**config.mk**
```make
export PLATFORM = sky130hd
export DESIGN_NAME = sample_clock_host
export DESIGN_NICKNAME = d
export VERILOG_FILES = /design/src/inc/sample_clock_pkg.sv /design/src/design/frame_shifter.sv /design/src/design/sample_clock_host.sv
export SDC_FILE = /design/constraint.sdc
export NUM_CORES = 1
export LEC_CHECK = 0
export BUFFER_PORTS_ARGS = -buffer_cell sky130_fd_sc_hd__buf_2
export CAP_MARGIN = 40
export CORE_ASPECT_RATIO = 2
export CORE_MARGIN = 2
export CORE_UTILIZATION = 45
export DETAILED_ROUTE_END_ITERATION = 6
export SLEW_MARGIN = 20
export SYNTH_ARGS = -nofsm -noshare
export SYNTH_HDL_FRONTEND = slang
export SYNTH_SLANG_ARGS = --single-unit
export TNS_END_PERCENT = 10
```
**constraint.sdc**
```tcl
create_clock -name clock -period 7.84 [get_ports clock]
set_input_delay 0 -clock clock [delete_from_list [all_inputs] [get_ports clock]]
set_output_delay 0 -clock clock [all_outputs]
set_load 0.05 [all_outputs]
```
**src/inc/sample_clock_pkg.sv**
```systemverilog
/*
  Constants, encodings and the modem rate table shared by the sample-clock
  and power-mode host controller and its serial frame shifter.
  Assumes a 250 MHz system clock and a device with 8-bit control registers.
*/
package sample_clock_pkg;

  // Device register indices
  localparam logic [4:0] REG_POWER_MODE    = 5'h06;
  localparam logic [4:0] REG_FIRST_DIV     = 5'h07;
  localparam logic [4:0] REG_FIRST_MULT    = 5'h08;
  localparam logic [4:0] REG_SECOND_RATIO  = 5'h09;
  localparam logic [4:0] REG_RATIO_SELECT  = 5'h0A;

  // Power mode values and bit positions
  localparam int         MAIN_PDN_POS      = 3;
  localparam int         LINK_PDN_POS      = 4;
  localparam logic [7:0] PWR_NORMAL_VAL    = 8'h80;
  localparam logic [7:0] PWR_SLEEP_VAL     = 8'h08;
  localparam logic [7:0] PWR_DEEP_VAL      = 8'h18;

  // Secondary frame word layout
  localparam int         FRAME_BITS        = 16;
  localparam int         FRAME_RW_POS      = 15;
  localparam int         FRAME_ADDR_LSB    = 8;

  // Timing
  localparam int         CLOCK_MHZ         = 250;
  localparam int         LOCK_MAX_US       = 1000;
  localparam int         LOCK_CYCLES       = LOCK_MAX_US * CLOCK_MHZ;
  localparam int         RST_PULSE_NS      = 1000;
  localparam int         RST_PULSE_CYCLES  = RST_PULSE_NS * CLOCK_MHZ / 1000;
  localparam int         UPDATE_MIN_KHZ    = 144;
  localparam int         MCLK_KHZ_DEFAULT  = 48000;

  typedef enum logic [2:0] {
    OP_INIT  = 3'h0,
    OP_RATE  = 3'h1,
    OP_SLEEP = 3'h2,
    OP_DEEP  = 3'h3,
    OP_WAKE  = 3'h4,
    OP_READ  = 3'h5
  } op_e;

  typedef enum logic [1:0] {
    MODE_RESET  = 2'h0,
    MODE_NORMAL = 2'h1,
    MODE_SLEEP  = 2'h2,
    MODE_DEEP   = 2'h3
  } mode_e;

  // Gray codes along init: idle, div, mult, cgm, ratio, lock, power
  typedef enum logic [3:0] {
    ST_IDLE  = 4'h0,
    ST_DIV   = 4'h1,
    ST_MULT  = 4'h3,
    ST_CGM   = 4'h2,
    ST_RATIO = 4'h6,
    ST_LOCK  = 4'h7,
    ST_POWER = 4'h5,
    ST_RSTP  = 4'hC,
    ST_READ  = 4'h8
  } state_e;

  // Second stage {div-1, mult-1}; 7 is unused
  localparam logic [7:0] RATE_7200  = 8'h11;
  localparam logic [7:0] RATE_8000  = 8'h89;
  localparam logic [7:0] RATE_8229  = 8'h67;
  localparam logic [7:0] RATE_8400  = 8'h56;
  localparam logic [7:0] RATE_9000  = 8'h34;
  localparam logic [7:0] RATE_9600  = 8'h23;
  localparam logic [7:0] RATE_10286 = 8'h69;

  function automatic logic [7:0] rate_byte(input logic [2:0] sel);
    case (sel)
      3'h0:    rate_byte = RATE_7200;
      3'h1:    rate_byte = RATE_8000;
      3'h2:    rate_byte = RATE_8229;
      3'h3:    rate_byte = RATE_8400;
      3'h4:    rate_byte = RATE_9000;
      3'h5:    rate_byte = RATE_9600;
      3'h6:    rate_byte = RATE_10286;
      default: rate_byte = 8'h00;
    endcase
  endfunction : rate_byte

endpackage : sample_clock_pkg

```
**src/design/frame_shifter.sv**
```systemverilog
/*
  Secondary-frame shifter: raises a frame request, then exchanges one
  16-bit control word MSB first, one bit per bitTick.
  Assumes bitTick and secFrameStart are synchronous one-cycle pulses.
*/
`timescale 1ns/1ps
`default_nettype none
module frame_shifter (
  // Clock and reset
  input  wire logic        clock,
  input  wire logic        srst,
  input  wire logic        clkEn,
  // Word side
  input  wire logic        start,
  input  wire logic [15:0] word,
  output logic             busy,
  output logic             done,
  output logic [7:0]       rdData,
  // Link side
  output logic             fcReq,
  input  wire logic        secFrameStart,
  input  wire logic        bitTick,
  output logic             serOut,
  input  wire logic        serIn
);
  import sample_clock_pkg::*;

  logic [15:0] shift_r;
  logic [3:0]  bitCnt_r;
  logic        pend_r;
  logic        act_r;
  logic        done_r;
  wire         lastBit = act_r && bitTick && (bitCnt_r == 4'hF);

  always_ff @(posedge clock) begin
    if (srst) begin
      shift_r  <= 16'h0000;
      bitCnt_r <= 4'h0;
      pend_r   <= 1'b0;
      act_r    <= 1'b0;
      done_r   <= 1'b0;
    end else if (clkEn) begin
      done_r <= lastBit;
      if (start && !pend_r && !act_r) begin
        shift_r <= word;
        pend_r  <= 1'b1;
      end else if (pend_r && secFrameStart) begin
        pend_r   <= 1'b0;
        act_r    <= 1'b1;
        bitCnt_r <= 4'h0;
      end else if (act_r && bitTick) begin
        shift_r  <= {shift_r[14:0], serIn};
        bitCnt_r <= bitCnt_r + 4'h1;
        act_r    <= !lastBit;
      end
    end
  end

  assign busy   = pend_r || act_r || done_r;
  assign done   = done_r;
  assign rdData = shift_r[7:0];
  assign fcReq  = pend_r;
  assign serOut = shift_r[FRAME_BITS-1];

endmodule : frame_shifter
`default_nettype wire

```
**src/design/sample_clock_host.sv**
```systemverilog
/*
  Host-side sequencer that programs the two-stage sample clock generator
  and the power modes of a line access device over secondary frames.
  Assumes the device pins are synchronous to clock and the device itself
  supplies frame and bit timing.
*/
`timescale 1ns/1ps
`default_nettype none
//
// Contract
// - Host picks first stage to give a 36.864 MHz base.
// - Host uses the fixed second-stage pairs for the standard modem rates.
// - Host writes the divider then at once the multiplier, nothing between.
// - Ratio bit acts at the next index 9 write; host sets it first.
// - With ratio bit one, host writes a non-zero second stage.
// - Host keeps master clock over divider at 144 kHz or more.
// - Host programs first stage once, later only writes index 9; the code also accepts init again in normal mode.
// - Normal mode only after a valid sample-rate setting.
// - Sleep needs non-zero indices 7, 8, 9, then power value 0x08.
// - Wake by a low reset-pin pulse, then reprogram registers.
// - Deep sleep: write zero to index 9, then 0x18 to index 6.
// - After lock wait, host writes 0x80 to index 6.
// - One register per frame: read bit, 5-bit address, 8-bit data.
module sample_clock_host #(
  parameter int LOCK_WAIT  = sample_clock_pkg::LOCK_CYCLES,
  parameter int MCLK_KHZ   = sample_clock_pkg::MCLK_KHZ_DEFAULT
) (
  // Clock and reset
  input  wire logic                    clock,
  input  wire logic                    srst,
  input  wire logic                    clkEn,
  // Command port
  input  wire logic                    cmdValid,
  output logic                         cmdReady,
  input  wire sample_clock_pkg::op_e   cmdOp,
  input  wire logic [7:0]              cmdFirstDiv,
  input  wire logic [7:0]              cmdFirstMult,
  input  wire logic                    cmdRatioSelect,
  input  wire logic [2:0]              cmdRate,
  input  wire logic [4:0]              cmdAddr,
  // Status
  output logic                         donePulse,
  output logic                         errPulse,
  output logic [7:0]                   rdData,
  output sample_clock_pkg::mode_e      mode,
  output logic                         settingValid,
  // Device pins
  output logic                         resetPinN,
  output logic                         fcReq,
  input  wire logic                    secFrameStart,
  input  wire logic                    bitTick,
  output logic                         serOut,
  input  wire logic                    serIn
);
  import sample_clock_pkg::*;

  state_e      state_r, state_nxt;
  op_e         op_r;
  mode_e       mode_r;
  logic [7:0]  firstDiv_r, firstMult_r, secondRatio_r, rdData_r;
  logic [4:0]  rdAddr_r;
  logic        ratioSel_r, issued_r, valid_r, done_r, err_r, rstPin_r;
  logic [19:0] cnt_r;
  logic        shBusy, shDone;
  logic [7:0]  shRd;

  // Command legality
  wire         accept   = cmdValid && (state_r == ST_IDLE);
  wire         asleep   = (mode_r == MODE_SLEEP) || (mode_r == MODE_DEEP);
  wire [7:0]   rateVal  = rate_byte(cmdRate);
  wire         rateOk   = (rateVal != 8'h00);
  wire         updOk    = MCLK_KHZ >= UPDATE_MIN_KHZ * (int'(cmdFirstDiv) + 1);
  wire         regsNz   = (firstDiv_r != 8'h00) && (firstMult_r != 8'h00)
                          && (secondRatio_r != 8'h00);
  wire         legal    =
      (cmdOp == OP_INIT)  ? (!asleep && updOk && rateOk) :
      (cmdOp == OP_RATE)  ? (!asleep && valid_r && rateOk) :
      (cmdOp == OP_SLEEP) ? (!asleep && valid_r && regsNz) :
      (cmdOp == OP_DEEP)  ? (mode_r != MODE_DEEP) :
      (cmdOp == OP_WAKE)  ? asleep :
      (cmdOp == OP_READ)  ? !asleep : 1'b0;
  wire         goStart  = accept && legal;

  // Frame word for the current write or read state
  wire         isWrite  = (state_r == ST_DIV) || (state_r == ST_MULT) ||
                          (state_r == ST_CGM) || (state_r == ST_RATIO) ||
                          (state_r == ST_POWER);
  wire [4:0]   wrAddr   =
      (state_r == ST_DIV)   ? REG_FIRST_DIV :
      (state_r == ST_MULT)  ? REG_FIRST_MULT :
      (state_r == ST_CGM)   ? REG_RATIO_SELECT :
      (state_r == ST_RATIO) ? REG_SECOND_RATIO : REG_POWER_MODE;
  wire [7:0]   pwrVal   = (op_r == OP_INIT)  ? PWR_NORMAL_VAL :
                          (op_r == OP_SLEEP) ? PWR_SLEEP_VAL : PWR_DEEP_VAL;
  wire [7:0]   wrData   =
      (state_r == ST_DIV)   ? firstDiv_r :
      (state_r == ST_MULT)  ? firstMult_r :
      (state_r == ST_CGM)   ? {7'h00, ratioSel_r} :
      (state_r == ST_RATIO) ? secondRatio_r : pwrVal;
  wire [15:0]  frameWord = (state_r == ST_READ) ?
      (16'h8000 | ({11'h000, rdAddr_r} << FRAME_ADDR_LSB)) :
      (({11'h000, wrAddr} << FRAME_ADDR_LSB) | {8'h00, wrData});
  wire         shStart  = (isWrite || state_r == ST_READ) && !issued_r
                          && !shBusy;
  wire         lockEnd  = (cnt_r == 20'h00000);

  always_comb begin
    state_nxt = state_r;
    case (state_r)
      ST_IDLE: begin
        if (goStart) begin
          case (cmdOp)
            OP_INIT:  state_nxt = ST_DIV;
            OP_RATE:  state_nxt = ST_RATIO;
            OP_SLEEP: state_nxt = ST_POWER;
            OP_DEEP:  state_nxt = ST_RATIO;
            OP_WAKE:  state_nxt = ST_RSTP;
            default:  state_nxt = ST_READ;
          endcase
        end
      end
      ST_DIV:   if (shDone) state_nxt = ST_MULT;
      ST_MULT:  if (shDone) state_nxt = ST_CGM;
      ST_CGM:   if (shDone) state_nxt = ST_RATIO;
      ST_RATIO: begin
        if (shDone) state_nxt = (op_r == OP_DEEP) ? ST_POWER : ST_LOCK;
      end
      ST_LOCK: begin
        if (lockEnd) state_nxt = (op_r == OP_INIT) ? ST_POWER : ST_IDLE;
      end
      ST_POWER: if (shDone) state_nxt = ST_IDLE;
      ST_RSTP:  if (lockEnd) state_nxt = ST_IDLE;
      ST_READ:  if (shDone) state_nxt = ST_IDLE;
      default:  state_nxt = ST_IDLE;
    endcase
  end

  // Sequencer and shadows
  always_ff @(posedge clock) begin
    if (srst) begin
      state_r       <= ST_IDLE;
      op_r          <= OP_INIT;
      mode_r        <= MODE_RESET;
      firstDiv_r    <= 8'h00;
      firstMult_r   <= 8'h00;
      secondRatio_r <= 8'h00;
      ratioSel_r    <= 1'b0;
      rdAddr_r      <= 5'h00;
      issued_r      <= 1'b0;
      valid_r       <= 1'b0;
      cnt_r         <= 20'h00000;
      done_r        <= 1'b0;
      err_r         <= 1'b0;
      rstPin_r      <= 1'b1;
      rdData_r      <= 8'h00;
    end else if (clkEn) begin
      state_r  <= state_nxt;
      issued_r <= (state_nxt == state_r) && (issued_r || shStart);
      done_r   <= (state_r != ST_IDLE) && (state_nxt == ST_IDLE);
      err_r    <= accept && !legal;
      if (cnt_r != 20'h00000) cnt_r <= cnt_r - 20'h00001;
      if (goStart) begin
        op_r     <= cmdOp;
        rdAddr_r <= cmdAddr;
        if (cmdOp == OP_INIT) begin
          firstDiv_r  <= cmdFirstDiv;
          firstMult_r <= cmdFirstMult;
          ratioSel_r  <= cmdRatioSelect;
        end
        if (cmdOp == OP_INIT || cmdOp == OP_RATE) begin
          secondRatio_r <= rateVal;
          valid_r       <= 1'b0;
        end
        if (cmdOp == OP_DEEP) secondRatio_r <= 8'h00;
        if (cmdOp == OP_WAKE) begin
          cnt_r    <= 20'(RST_PULSE_CYCLES);
          rstPin_r <= 1'b0;
        end
      end
      if (state_r == ST_RATIO && shDone && op_r != OP_DEEP)
        cnt_r <= 20'(LOCK_WAIT);
      if (state_r == ST_LOCK && lockEnd) valid_r <= 1'b1;
      if (state_r == ST_POWER && shDone) begin
        mode_r <= (op_r == OP_INIT)  ? MODE_NORMAL :
                  (op_r == OP_SLEEP) ? MODE_SLEEP : MODE_DEEP;
      end
      if (state_r == ST_RSTP && lockEnd) begin
        rstPin_r <= 1'b1;
        mode_r   <= MODE_RESET;
        valid_r  <= 1'b0;
      end
      if (state_r == ST_READ && shDone) rdData_r <= shRd;
    end
  end

  frame_shifter u_shift (
    .clock         (clock),
    .srst          (srst),
    .clkEn         (clkEn),
    .start         (shStart),
    .word          (frameWord),
    .busy          (shBusy),
    .done          (shDone),
    .rdData        (shRd),
    .fcReq         (fcReq),
    .secFrameStart (secFrameStart),
    .bitTick       (bitTick),
    .serOut        (serOut),
    .serIn         (serIn)
  );

  assign cmdReady     = (state_r == ST_IDLE);
  assign donePulse    = done_r;
  assign errPulse     = err_r;
  assign rdData       = rdData_r;
  assign mode         = mode_r;
  assign settingValid = valid_r;
  assign resetPinN    = rstPin_r;
endmodule : sample_clock_host
`default_nettype wire

```
==> results.txt, run 1 <==
CP Class: primary input to flop
min-delay worst type: primary input to flop
switch share: 0.3116
sequential share of power: 0.421
mapped cell area: 0.005653 mm^2
CP most frequent cell: ha_1
number of global-route vias before repair: 5220
pin count of the biggest net entering global routing: 70
CP Capture Type: flop
IO Port Bufs: 51
crit-path cells: dlygate4sd3_1 -> buf_2 -> ha_1 -> and4_1 -> and2_1 -> ha_1 -> ha_1 -> a211oi_1 -> nor4bb_1 -> a21oi_1 -> nor4_4 -> a2111oi_4 -> o21a_1 -> mux2i_1
CP peak stage delay: 0.62 ns
combinational power share: 0.223
hold path depth: 3
Critical R2R Launch: state_r[0]
Critical Path AT: 4.20 ns
Yosys warnings: 0
status: finished, final reports clean
Starting Density: 0.4555
Vias: 5494
FF-to-FF End: rdAddr_r[2]
Detailed Route Iter0 Violations: 524
Max Cap Viol: 0
# IOs: 52
NumNets Final: 826
Max VDD drop: 169.0 uV
Placement Setup Slack: 4.122 ns
Critical Path RT: 8.12 ns
CTS Root Cell: clkbuf_16
worst skew pair latency: 0.35 ns
initial antenna violation count: 0
TritonCTS Sinks: 95
slew margin rel.: 0.4258
RSZ-0062 raised after global routing: no
fmax: 0.2547 GHz
# DRC: 0
Fin Setup TNS: 0 ns
num rows: 58
Seq/Total Area, Yosys: 0.3364
share of layout cells above drive strength 1: 0.1271
CTS tree: yes
ANT cells: 0
worst setup slack after layout: 3.913 ns
Syn Nets: 775
Synth top area share: 0.3364
global-route wire length before repair: 26.01 mm
Routed Antenna Nets: 0
largest cells by area after synthesis: dfxtp_1 34%, a21oi_1 5.4%, nor2_1 5.1%, nand2_1 4.7%, o21ai_0 4.2%
clk buf depth: 2
Min Hold Slack: 0.003550 ns
detail-routed via count per cell: 5.914
Tot GR Track Use: 0.2344
P&R area growth vs syn: 15.76%
Avg Cell Area, Syn: 7.819 um^2
R2R cell count: 6
Final Setup Violations: 0
R2R setup slack: 4.76 ns
drt first pass iters: 5
clock power share: 0.356
total leakage power: 2.436 nW
Most used DFF post-synth: dfxtp_1
Hold Fails Final Rpt: 0
H-tree Lvls: 3
Final Skew: 0.006712 ns
Worst Hold Endpoint: secondRatio_r[2]
# resized after CTS: 0
grt ovf: 0
Worst path slowest cell: a2111oi_4
Internal Dissipation: 0.8751 mW
commonest non-fill, non-tap cells in the layout: 95 x dfxtp_1, 77 x nor2_1, 71 x nand2_1
gpl congestion: 0.8527
Slew @ Worst Pin: 0.8548 ns
Util after Layout: 0.5273
final period demand of the worst path: 3.927 ns
Post-synth EDFFs: 0
most common cell after layout, fill and taps aside: dfxtp_1
die area: 0.01353 mm^2
Seq cells post-synth: 95
placed insts: 888
clk slew on worst S/H paths: 0.06 ns
post-route insts no fill: 929
Final Cycle Share: 0.5008
Max FO, Critical Path: 9
DP HPWL: 11.00 mm
Gate Count Post-Synth: 723
PD cells: 194.3 mW/mm^2
Design Power: 1.271 mW
Async SR Flop Fraction: 0
DP Area: 0.005986 mm^2
hold wc startpoint: cmdRate[1]
wirelength, routed: 15.75 mm
Final Instance Area: 0.006544 mm^2
Die Span X: 83.25 um
core area: 0.01241 mm^2
CP Launch Type: primary input
Pins Over Slew Limit: 0
Switch Pwr: 0.3961 mW
wire per inst: 16.95 um
Synth area leader: dfxtp_1
die height: 162.5 um
cts bufs inserted: 9
synth unique cells: 75
what timing repair did:
action | CTS | global route
hold endpoints to repair | 25 | 0
buffers inserted | 0 | 0
hold buffers | 25 | 0
setup endpoints to repair | 0 | 0
power groups by stage:
stage          clock network [mW]  logic (mW)  registers (mW)
3_5_place_dp                    0       0.272           0.546
4_1_cts                     0.463       0.283           0.535
6_report                    0.452       0.284           0.535
2_1_floorplan                   0       0.209           0.540
3_3_place_gp                    0       0.269           0.545
5_1_grt                     0.479       0.319           0.539
Yosys cell counts, types with 5 or more instances:
| cell type | number |
|---|---|
| nand2b_1 | 7 |
| o211ai_1 | 7 |
| buf_2 | 5 |
| nand3_1 | 35 |
| nor2b_1 | 9 |
| inv_1 | 21 |
| nor2_1 | 77 |
| a311oi_1 | 10 |
| o2111ai_1 | 5 |
| nor4_1 | 15 |
| mux2i_1 | 16 |
| a31oi_1 | 14 |
| nor3_1 | 30 |
| or3_1 | 7 |
| and3_1 | 8 |
| ha_1 | 16 |
| o21ai_0 | 48 |
| xnor2_1 | 8 |
| a21o_1 | 12 |
| clkbuf_1 | 36 |
| xor2_1 | 9 |
| dfxtp_1 | 95 |
| a22oi_1 | 7 |
| a211oi_1 | 7 |
| a21oi_1 | 61 |
| nand2_1 | 71 |
registers in the layout (all words and copies together) (netlist names):
name              flops
u_shift.done          1
u_shift.fcReq         1
firstMult_r           8
settingValid          1
ratioSel_r            1
rdData                8
issued_r              1
u_shift.shift_r      16
u_shift.act_r         1
secondRatio_r         8
donePulse             1
state_r               4
firstDiv_r            8
u_shift.bitCnt_r      4
cnt_r                20
op_r                  3
rdAddr_r              5
mode                  2
errPulse              1
resetPinN             1
worst max path at each step:
| stage | from | endpoint | cells past startpoint |
|---|---|---|---|
| 3_3_place_gp | cmdFirstDiv[0] | firstDiv_r[1] | 13 |
| 3_5_place_dp | cmdFirstDiv[0] | rdAddr_r[2] | 13 |
| 5_1_grt | cmdFirstDiv[0] | settingValid | 15 |
| 2_1_floorplan | cmdFirstDiv[0] | op_r[1] | 13 |
| 4_1_cts | cmdFirstDiv[0] | rdAddr_r[2] | 14 |
| 6_report | cmdFirstDiv[0] | rdAddr_r[2] | 14 |
logic make-up (layout without fill, tap and decap cells):
kind of cell | count (synthesis) | in the layout | share of synthesized area
adder cells (fa/ha/maj) | 17 | 17 | 0.03896
XOR/XNOR | 17 | 17 | 0.02634
AO/OA/AOI/OAI | 220 | 220 | 0.2618
multiplexers | 20 | 20 | 0.03630
AND/OR/NAND/NOR | 288 | 288 | 0.2525
flip-flops | 95 | 95 | 0.3364
buffers and inverters | 66 | 122 | 0.04759
critical path: cells and delay by family:
kind | cells | cell delay (ns)
compound gates | 4 | 1.70
fa+ha+maj | 3 | 0.87
simple gates | 4 | 0.71
buf+inv | 2 | 0.67
mux | 1 | 0.24
cell type report:
type,instances,area [um^2]
well taps,150,187.7
inverters,21,78.83
multi-input cells,562,3495
clock buffers,10,239.0
clock inverters,6,68.82
flip-flops and latches,95,1902
repair buffers,85,573.1
fillers,1238,5866
metal layers:
| layer | GRT usage | part of all wire | up-vias |
|---|---|---|---|
| met5 | 0 | 0 | - |
| met1 | 0.2986 | 0.44 | 2555 |
| met3 | 0.03092 | 0.044 | 23 |
| li1 | - | - | 2777 |
| met2 | 0.4029 | 0.49 | 139 |
| met4 | 0.08644 | 0.021 | 0 |
No activity file was read; power rests on OpenSTA's default activity.
==> run 2, diff against run 1 <==
- clock period: 7.84 -> 4.1 ns (I/O delays scaled with it)
==> run 2 against run 1 <==
Effect of this change: sequential power up 91%; die area unchanged; cell area about the same; clock skew up 0.0022 ns.
==> results.txt, run 2 (same netlist as run 1, synthesis figures left out) <==
Final Cycle Share: 0.9176
drt first pass iters: 6
grt ovf: 0
most common cell after layout, fill and taps aside: dfxtp_1
initial antenna violation count: 0
Max FO, Critical Path: 18
Die Span X: 83.25 um
Critical Path AT: 4.00 ns
commonest non-fill, non-tap cells in the layout: 95 x dfxtp_1, 77 x nor2_1, 71 x nand2_1
Tot GR Track Use: 0.2356
cts bufs inserted: 9
CP most frequent cell: ha_1
Starting Density: 0.4555
final period demand of the worst path: 3.762 ns
min-delay worst type: primary input to flop
Top Registers: cnt_r: 20 flops, u_shift.shift_r: 16 flops
NumNets Final: 830
PD cells: 365.6 mW/mm^2
die area: 0.01353 mm^2
P&R area growth vs syn: 15.83%
Slew @ Worst Pin: 0.8326 ns
CP Class: primary input to flop
IO Port Bufs: 51
CP Capture Type: flop
gpl congestion: 0.8634
Final Setup Violations: 0
Critical Path RT: 4.34 ns
# DRC: 0
RSZ-0062 raised after global routing: no
global-route wire length before repair: 26.06 mm
CTS tree: yes
wire per inst: 16.69 um
num rows: 58
H-tree Lvls: 3
Vias: 5565
# resized after CTS: 0
die height: 162.5 um
crit-path cells: dlygate4sd3_1 -> buf_2 -> ha_1 -> nand3_1 -> xnor2_1 -> ha_1 -> ha_1 -> inv_1 -> fa_1 -> nor4bb_1 -> a21oi_1 -> nor4_4 -> a211o_1 -> o31ai_1 -> a311oi_1
Max VDD drop: 296.4 uV
Detailed Route Iter0 Violations: 448
Max Cap Viol: 0
share of layout cells above drive strength 1: 0.1303
# IOs: 52
core area: 0.01241 mm^2
Fin Setup TNS: 0 ns
number of global-route vias before repair: 5223
status: finished, final reports clean
total leakage power: 2.444 nW
CP peak stage delay: 0.53 ns
Design Power: 2.394 mW
ANT cells: 0
detail-routed via count per cell: 5.965
Top reg by flops: cnt_r
DP HPWL: 11.07 mm
CP Launch Type: primary input
wirelength, routed: 15.57 mm
Final Skew: 0.008880 ns
max FFs per register: 20
worst skew pair latency: 0.35 ns
TritonCTS Sinks: 95
fmax: 0.2658 GHz
postcts setup bufs: 0
Worst path slowest cell: a211o_1
CTS Root Cell: clkbuf_16
Routed Antenna Nets: 0
clk slew on worst S/H paths: 0.07 ns
Hold Fails Final Rpt: 0
slew margin rel.: 0.4407
Pins Over Slew Limit: 0
clk buf depth: 2
pin count of the biggest net entering global routing: 42
run 2: worst paths after layout:
check / startpoint / end / slack, ns / depth (start not counted)
hold reg to reg: u_shift.shift_r[8] / u_shift.shift_r[8] / 0.46 / 2
hold / removal: secFrameStart / u_shift.fcReq / 0.009 / 4
setup / recovery: cmdFirstDiv[0] / settingValid / 0.34 / 15
setup reg to reg: state_r[1] / cnt_r[19] / 1.11 / 8
run 2: report_power, final:
group / internal [mW] / switching, mW / total (mW)
clock network: 0.473 / 0.355 / 0.829
registers: 0.969 / 0.0541 / 1.02
logic: 0.213 / 0.329 / 0.543
total: 1.66 / 0.739 / 2.39
run 2: through the flow:
step	instances	hold WS (ns)	setup slack [ns]	area [um^2]	util
finish	933	0.008838	0.3380	6548	0.5276
global route	933	0.03370	0.09191	6548	0.5276
CTS	933	0.003118	0.3433	6548	0.5276
detailed placement	893	0.2623	0.5518	6016	0.4848
global placement	891	0.2607	0.6509	6001	0.4836
floorplan	723	0.1421	1.083	5653	-
run 2: worst max-delay path: cells and delay by family:
kind | cells | cell delay [ns]
AND/OR/NAND/NOR | 3 | 0.81
XOR/XNOR | 1 | 0.22
adder cells (fa/ha/maj) | 4 | 1.11
buffers and inverters | 3 | 0.75
AO/OA/AOI/OAI | 4 | 1.10
run 2: metal layers:
layer / global-route usage / wire length (um)
met5: 0 / 0
met4: 0.08346 / 286
met3: 0.02737 / 614
met2: 0.4047 / 7742
met1: 0.3040 / 6929
run 2: cell type report:
type | count | area (um^2)
inverters | 21 | 78.83
clock inverters | 5 | 58.81
repair buffers | 89 | 600.6
flip-flops and latches | 95 | 1902
clock buffers | 11 | 232.7
multi-input cells | 562 | 3487
well taps | 150 | 187.7
fillers | 1218 | 5862
run 2: timing repair:
item / CTS / global route
endpoints found under the hold margin: 24 / 0
setup endpoints to repair: 0 / 0
hold buffers: 24 / 0
==> run 3, diff against run 2 <==
- PLACE_DENSITY: unset -> 0.66
- clock period: 4.1 -> 3.4 ns (I/O delays scaled with it)
==> run 3 against run 2 <==
Effect of this change: critical path depth stayed put; power up 19%; via count up 1.9%; utilization grew 1.3 points; count of clock-buffer cells in the layout fell by 1; cell area increased by 2.5%; non-clock buffer count up 17; clock skew fell by 0.00064 ns; sequential cell count unchanged; sequential power is 20% higher.
==> results.txt, run 3 (same netlist as run 1, synthesis figures left out) <==
clk slew on worst S/H paths: 0.06 ns
IO Port Bufs: 51
worst skew pair latency: 0.35 ns
ANT cells: 0
DP HPWL: 10.84 mm
cell family with most CP delay: buffers and inverters
Routed Antenna Nets: 0
PD cells: 423.5 mW/mm^2
crit path buf inv count: 5
DP Area: 0.006118 mm^2
num rows: 58
total leakage power: 2.529 nW
switch share: 0.3115
detail-routed via count per cell: 5.975
die area: 0.01353 mm^2
Die Span X: 83.25 um
worst setup slack after layout: 0.1331 ns
R2R cell count: 6
# DRC: 0
wirelength, routed: 15.24 mm
combinational power share: 0.242
GR Util met1: 0.2925
# IOs: 52
Tot GR Track Use: 0.2253
Design Power: 2.842 mW
CP Class: primary input to flop
CP Depth: 15
Top reg by flops: cnt_r
Vias: 5670
NumNets Final: 847
H-tree Lvls: 3
CP Launch Type: primary input
TritonCTS Sinks: 95
CP peak stage delay: 0.53 ns
clock power share: 0.327
Final Setup Violations: 0
post-route insts no fill: 949
sequential share of power: 0.431
Hold Fails Final Rpt: 0
slew margin rel.: 0.4815
wire per inst: 16.06 um
die height: 162.5 um
GR Util met2: 0.3842
M3 GR Usage: 0.03244
clk buf depth: 2
commonest non-fill, non-tap cells in the layout: 95 x dfxtp_1, 77 x nor2_1, 71 x nand2_1
crit-path cells: dlygate4sd3_1 -> buf_2 -> and3_1 -> and2_1 -> ha_1 -> ha_1 -> buf_4 -> nor2b_1 -> o2111ai_2 -> o211ai_2 -> buf_4 -> a2111oi_4 -> buf_4 -> o2111ai_1 -> o32ai_1
Placement Setup Slack: 0.005652 ns
min-delay worst type: primary input to flop
Top Registers: cnt_r: 20 flops, u_shift.shift_r: 16 flops
Critical Path RT: 3.65 ns
Max VDD drop: 301.3 uV
Internal Dissipation: 1.957 mW
CTS tree: yes
pin count of the biggest net entering global routing: 69
share of layout cells above drive strength 1: 0.1539
Final Cycle Share: 0.9608
P&R area growth vs syn: 18.73%
number of global-route vias before repair: 5182
Multi-input gate area: 0.003521 mm^2
Detailed Route Iter0 Violations: 320
fmax: 0.3061 GHz
Final Skew: 0.008245 ns
Worst path slowest cell: dlygate4sd3_1
global route hottest layer: met2
grt ovf: 0
hold path depth: 3
placed insts: 905
CP most frequent cell: buf_4
Critical Path AT: 3.52 ns
fillcell total: 1128
global-route wire length before repair: 25.21 mm
Slew @ Worst Pin: 0.7719 ns
Starting Density: 0.4555
CTS Root Cell: clkbuf_16
Final Instance Area: 0.006711 mm^2
Min Hold Slack: 0.01745 ns
FF/Latch Area: 0.001902 mm^2
max FFs per register: 20
gpl congestion: 0.8890
Switch Pwr: 0.8855 mW
Max FO, Critical Path: 5
most common cell after layout, fill and taps aside: dfxtp_1
final period demand of the worst path: 3.267 ns
Pins Over Slew Limit: 0
drt first pass iters: 5
core area: 0.01241 mm^2
initial antenna violation count: 0
status: finished, final reports clean
Max Cap Viol: 0
CP Capture Type: flop
cts bufs inserted: 9
## run 3: changes by cell type in the layout (fill, tap and decap cells not counted), sizes merged
cell	before	now
clkbuf	11	10
clkinvlp	2	1
buf	65	79
clkinv	2	4
bufinv	1	0
dlygate4sd3	24	27
## run 3: path summary, 6_finish.rpt
kind,from,endpoint,slack (ns)
hold / removal,cmdRate[1],secondRatio_r[2],0.02
setup / recovery,cmdFirstDiv[6],secondRatio_r[2],0.13
hold reg to reg,rdAddr_r[4],rdAddr_r[4],0.46
setup reg to reg,state_r[3],cnt_r[13],0.58
## run 3: area by class of cell
class                           count  share of cell area
Timing Repair Buffer              106              0.1115
Inverter                           21             0.01174
Multi-Input combinational cell    562              0.5246
Sequential cell                    95              0.2834
Tap cell                          150             0.02796
Clock inverter                      5            0.005220
Clock buffer                       10             0.03561
## run 3: worst min-delay path, stage by stage
cell and delay (ns):
buf_2 0.14, xnor2_1 0.07, o32ai_1 0.10
## run 3: through the flow
stage	utilization	TNS [ns]
3_3_place_gp	0.4924	-0.2068
5_1_grt	0.5408	-0.006652
6_report	0.5408	0
3_5_place_dp	0.4930	0
4_1_cts	0.5369	0
2_1_floorplan	-	0
## run 3: per-layer routing
layer,wire (um),vias to the layer above,part of all wire
met3,587,23,0.039
met1,6843,2679,0.45
met4,289,0,0.019
li1,-,2816,-
met5,0,-,0
met2,7522,152,0.49
## run 3: power groups by stage
stage / registers, mW / logic (mW) / clock network [mW]
after floorplan: 1.25 / 0.482 / 0
after global placement: 1.25 / 0.637 / 0
after detailed placement: 1.25 / 0.647 / 0
after CTS: 1.22 / 0.674 / 0.954
after global routing: 1.23 / 0.769 / 0.998
final: 1.22 / 0.687 / 0.930
## run 3: timing repair
item,CTS,global route
gates resized for setup,0,7
setup buffers,0,1
endpoints found under the hold margin,27,0
setup endpoints to repair,0,22
hold buffers,27,0
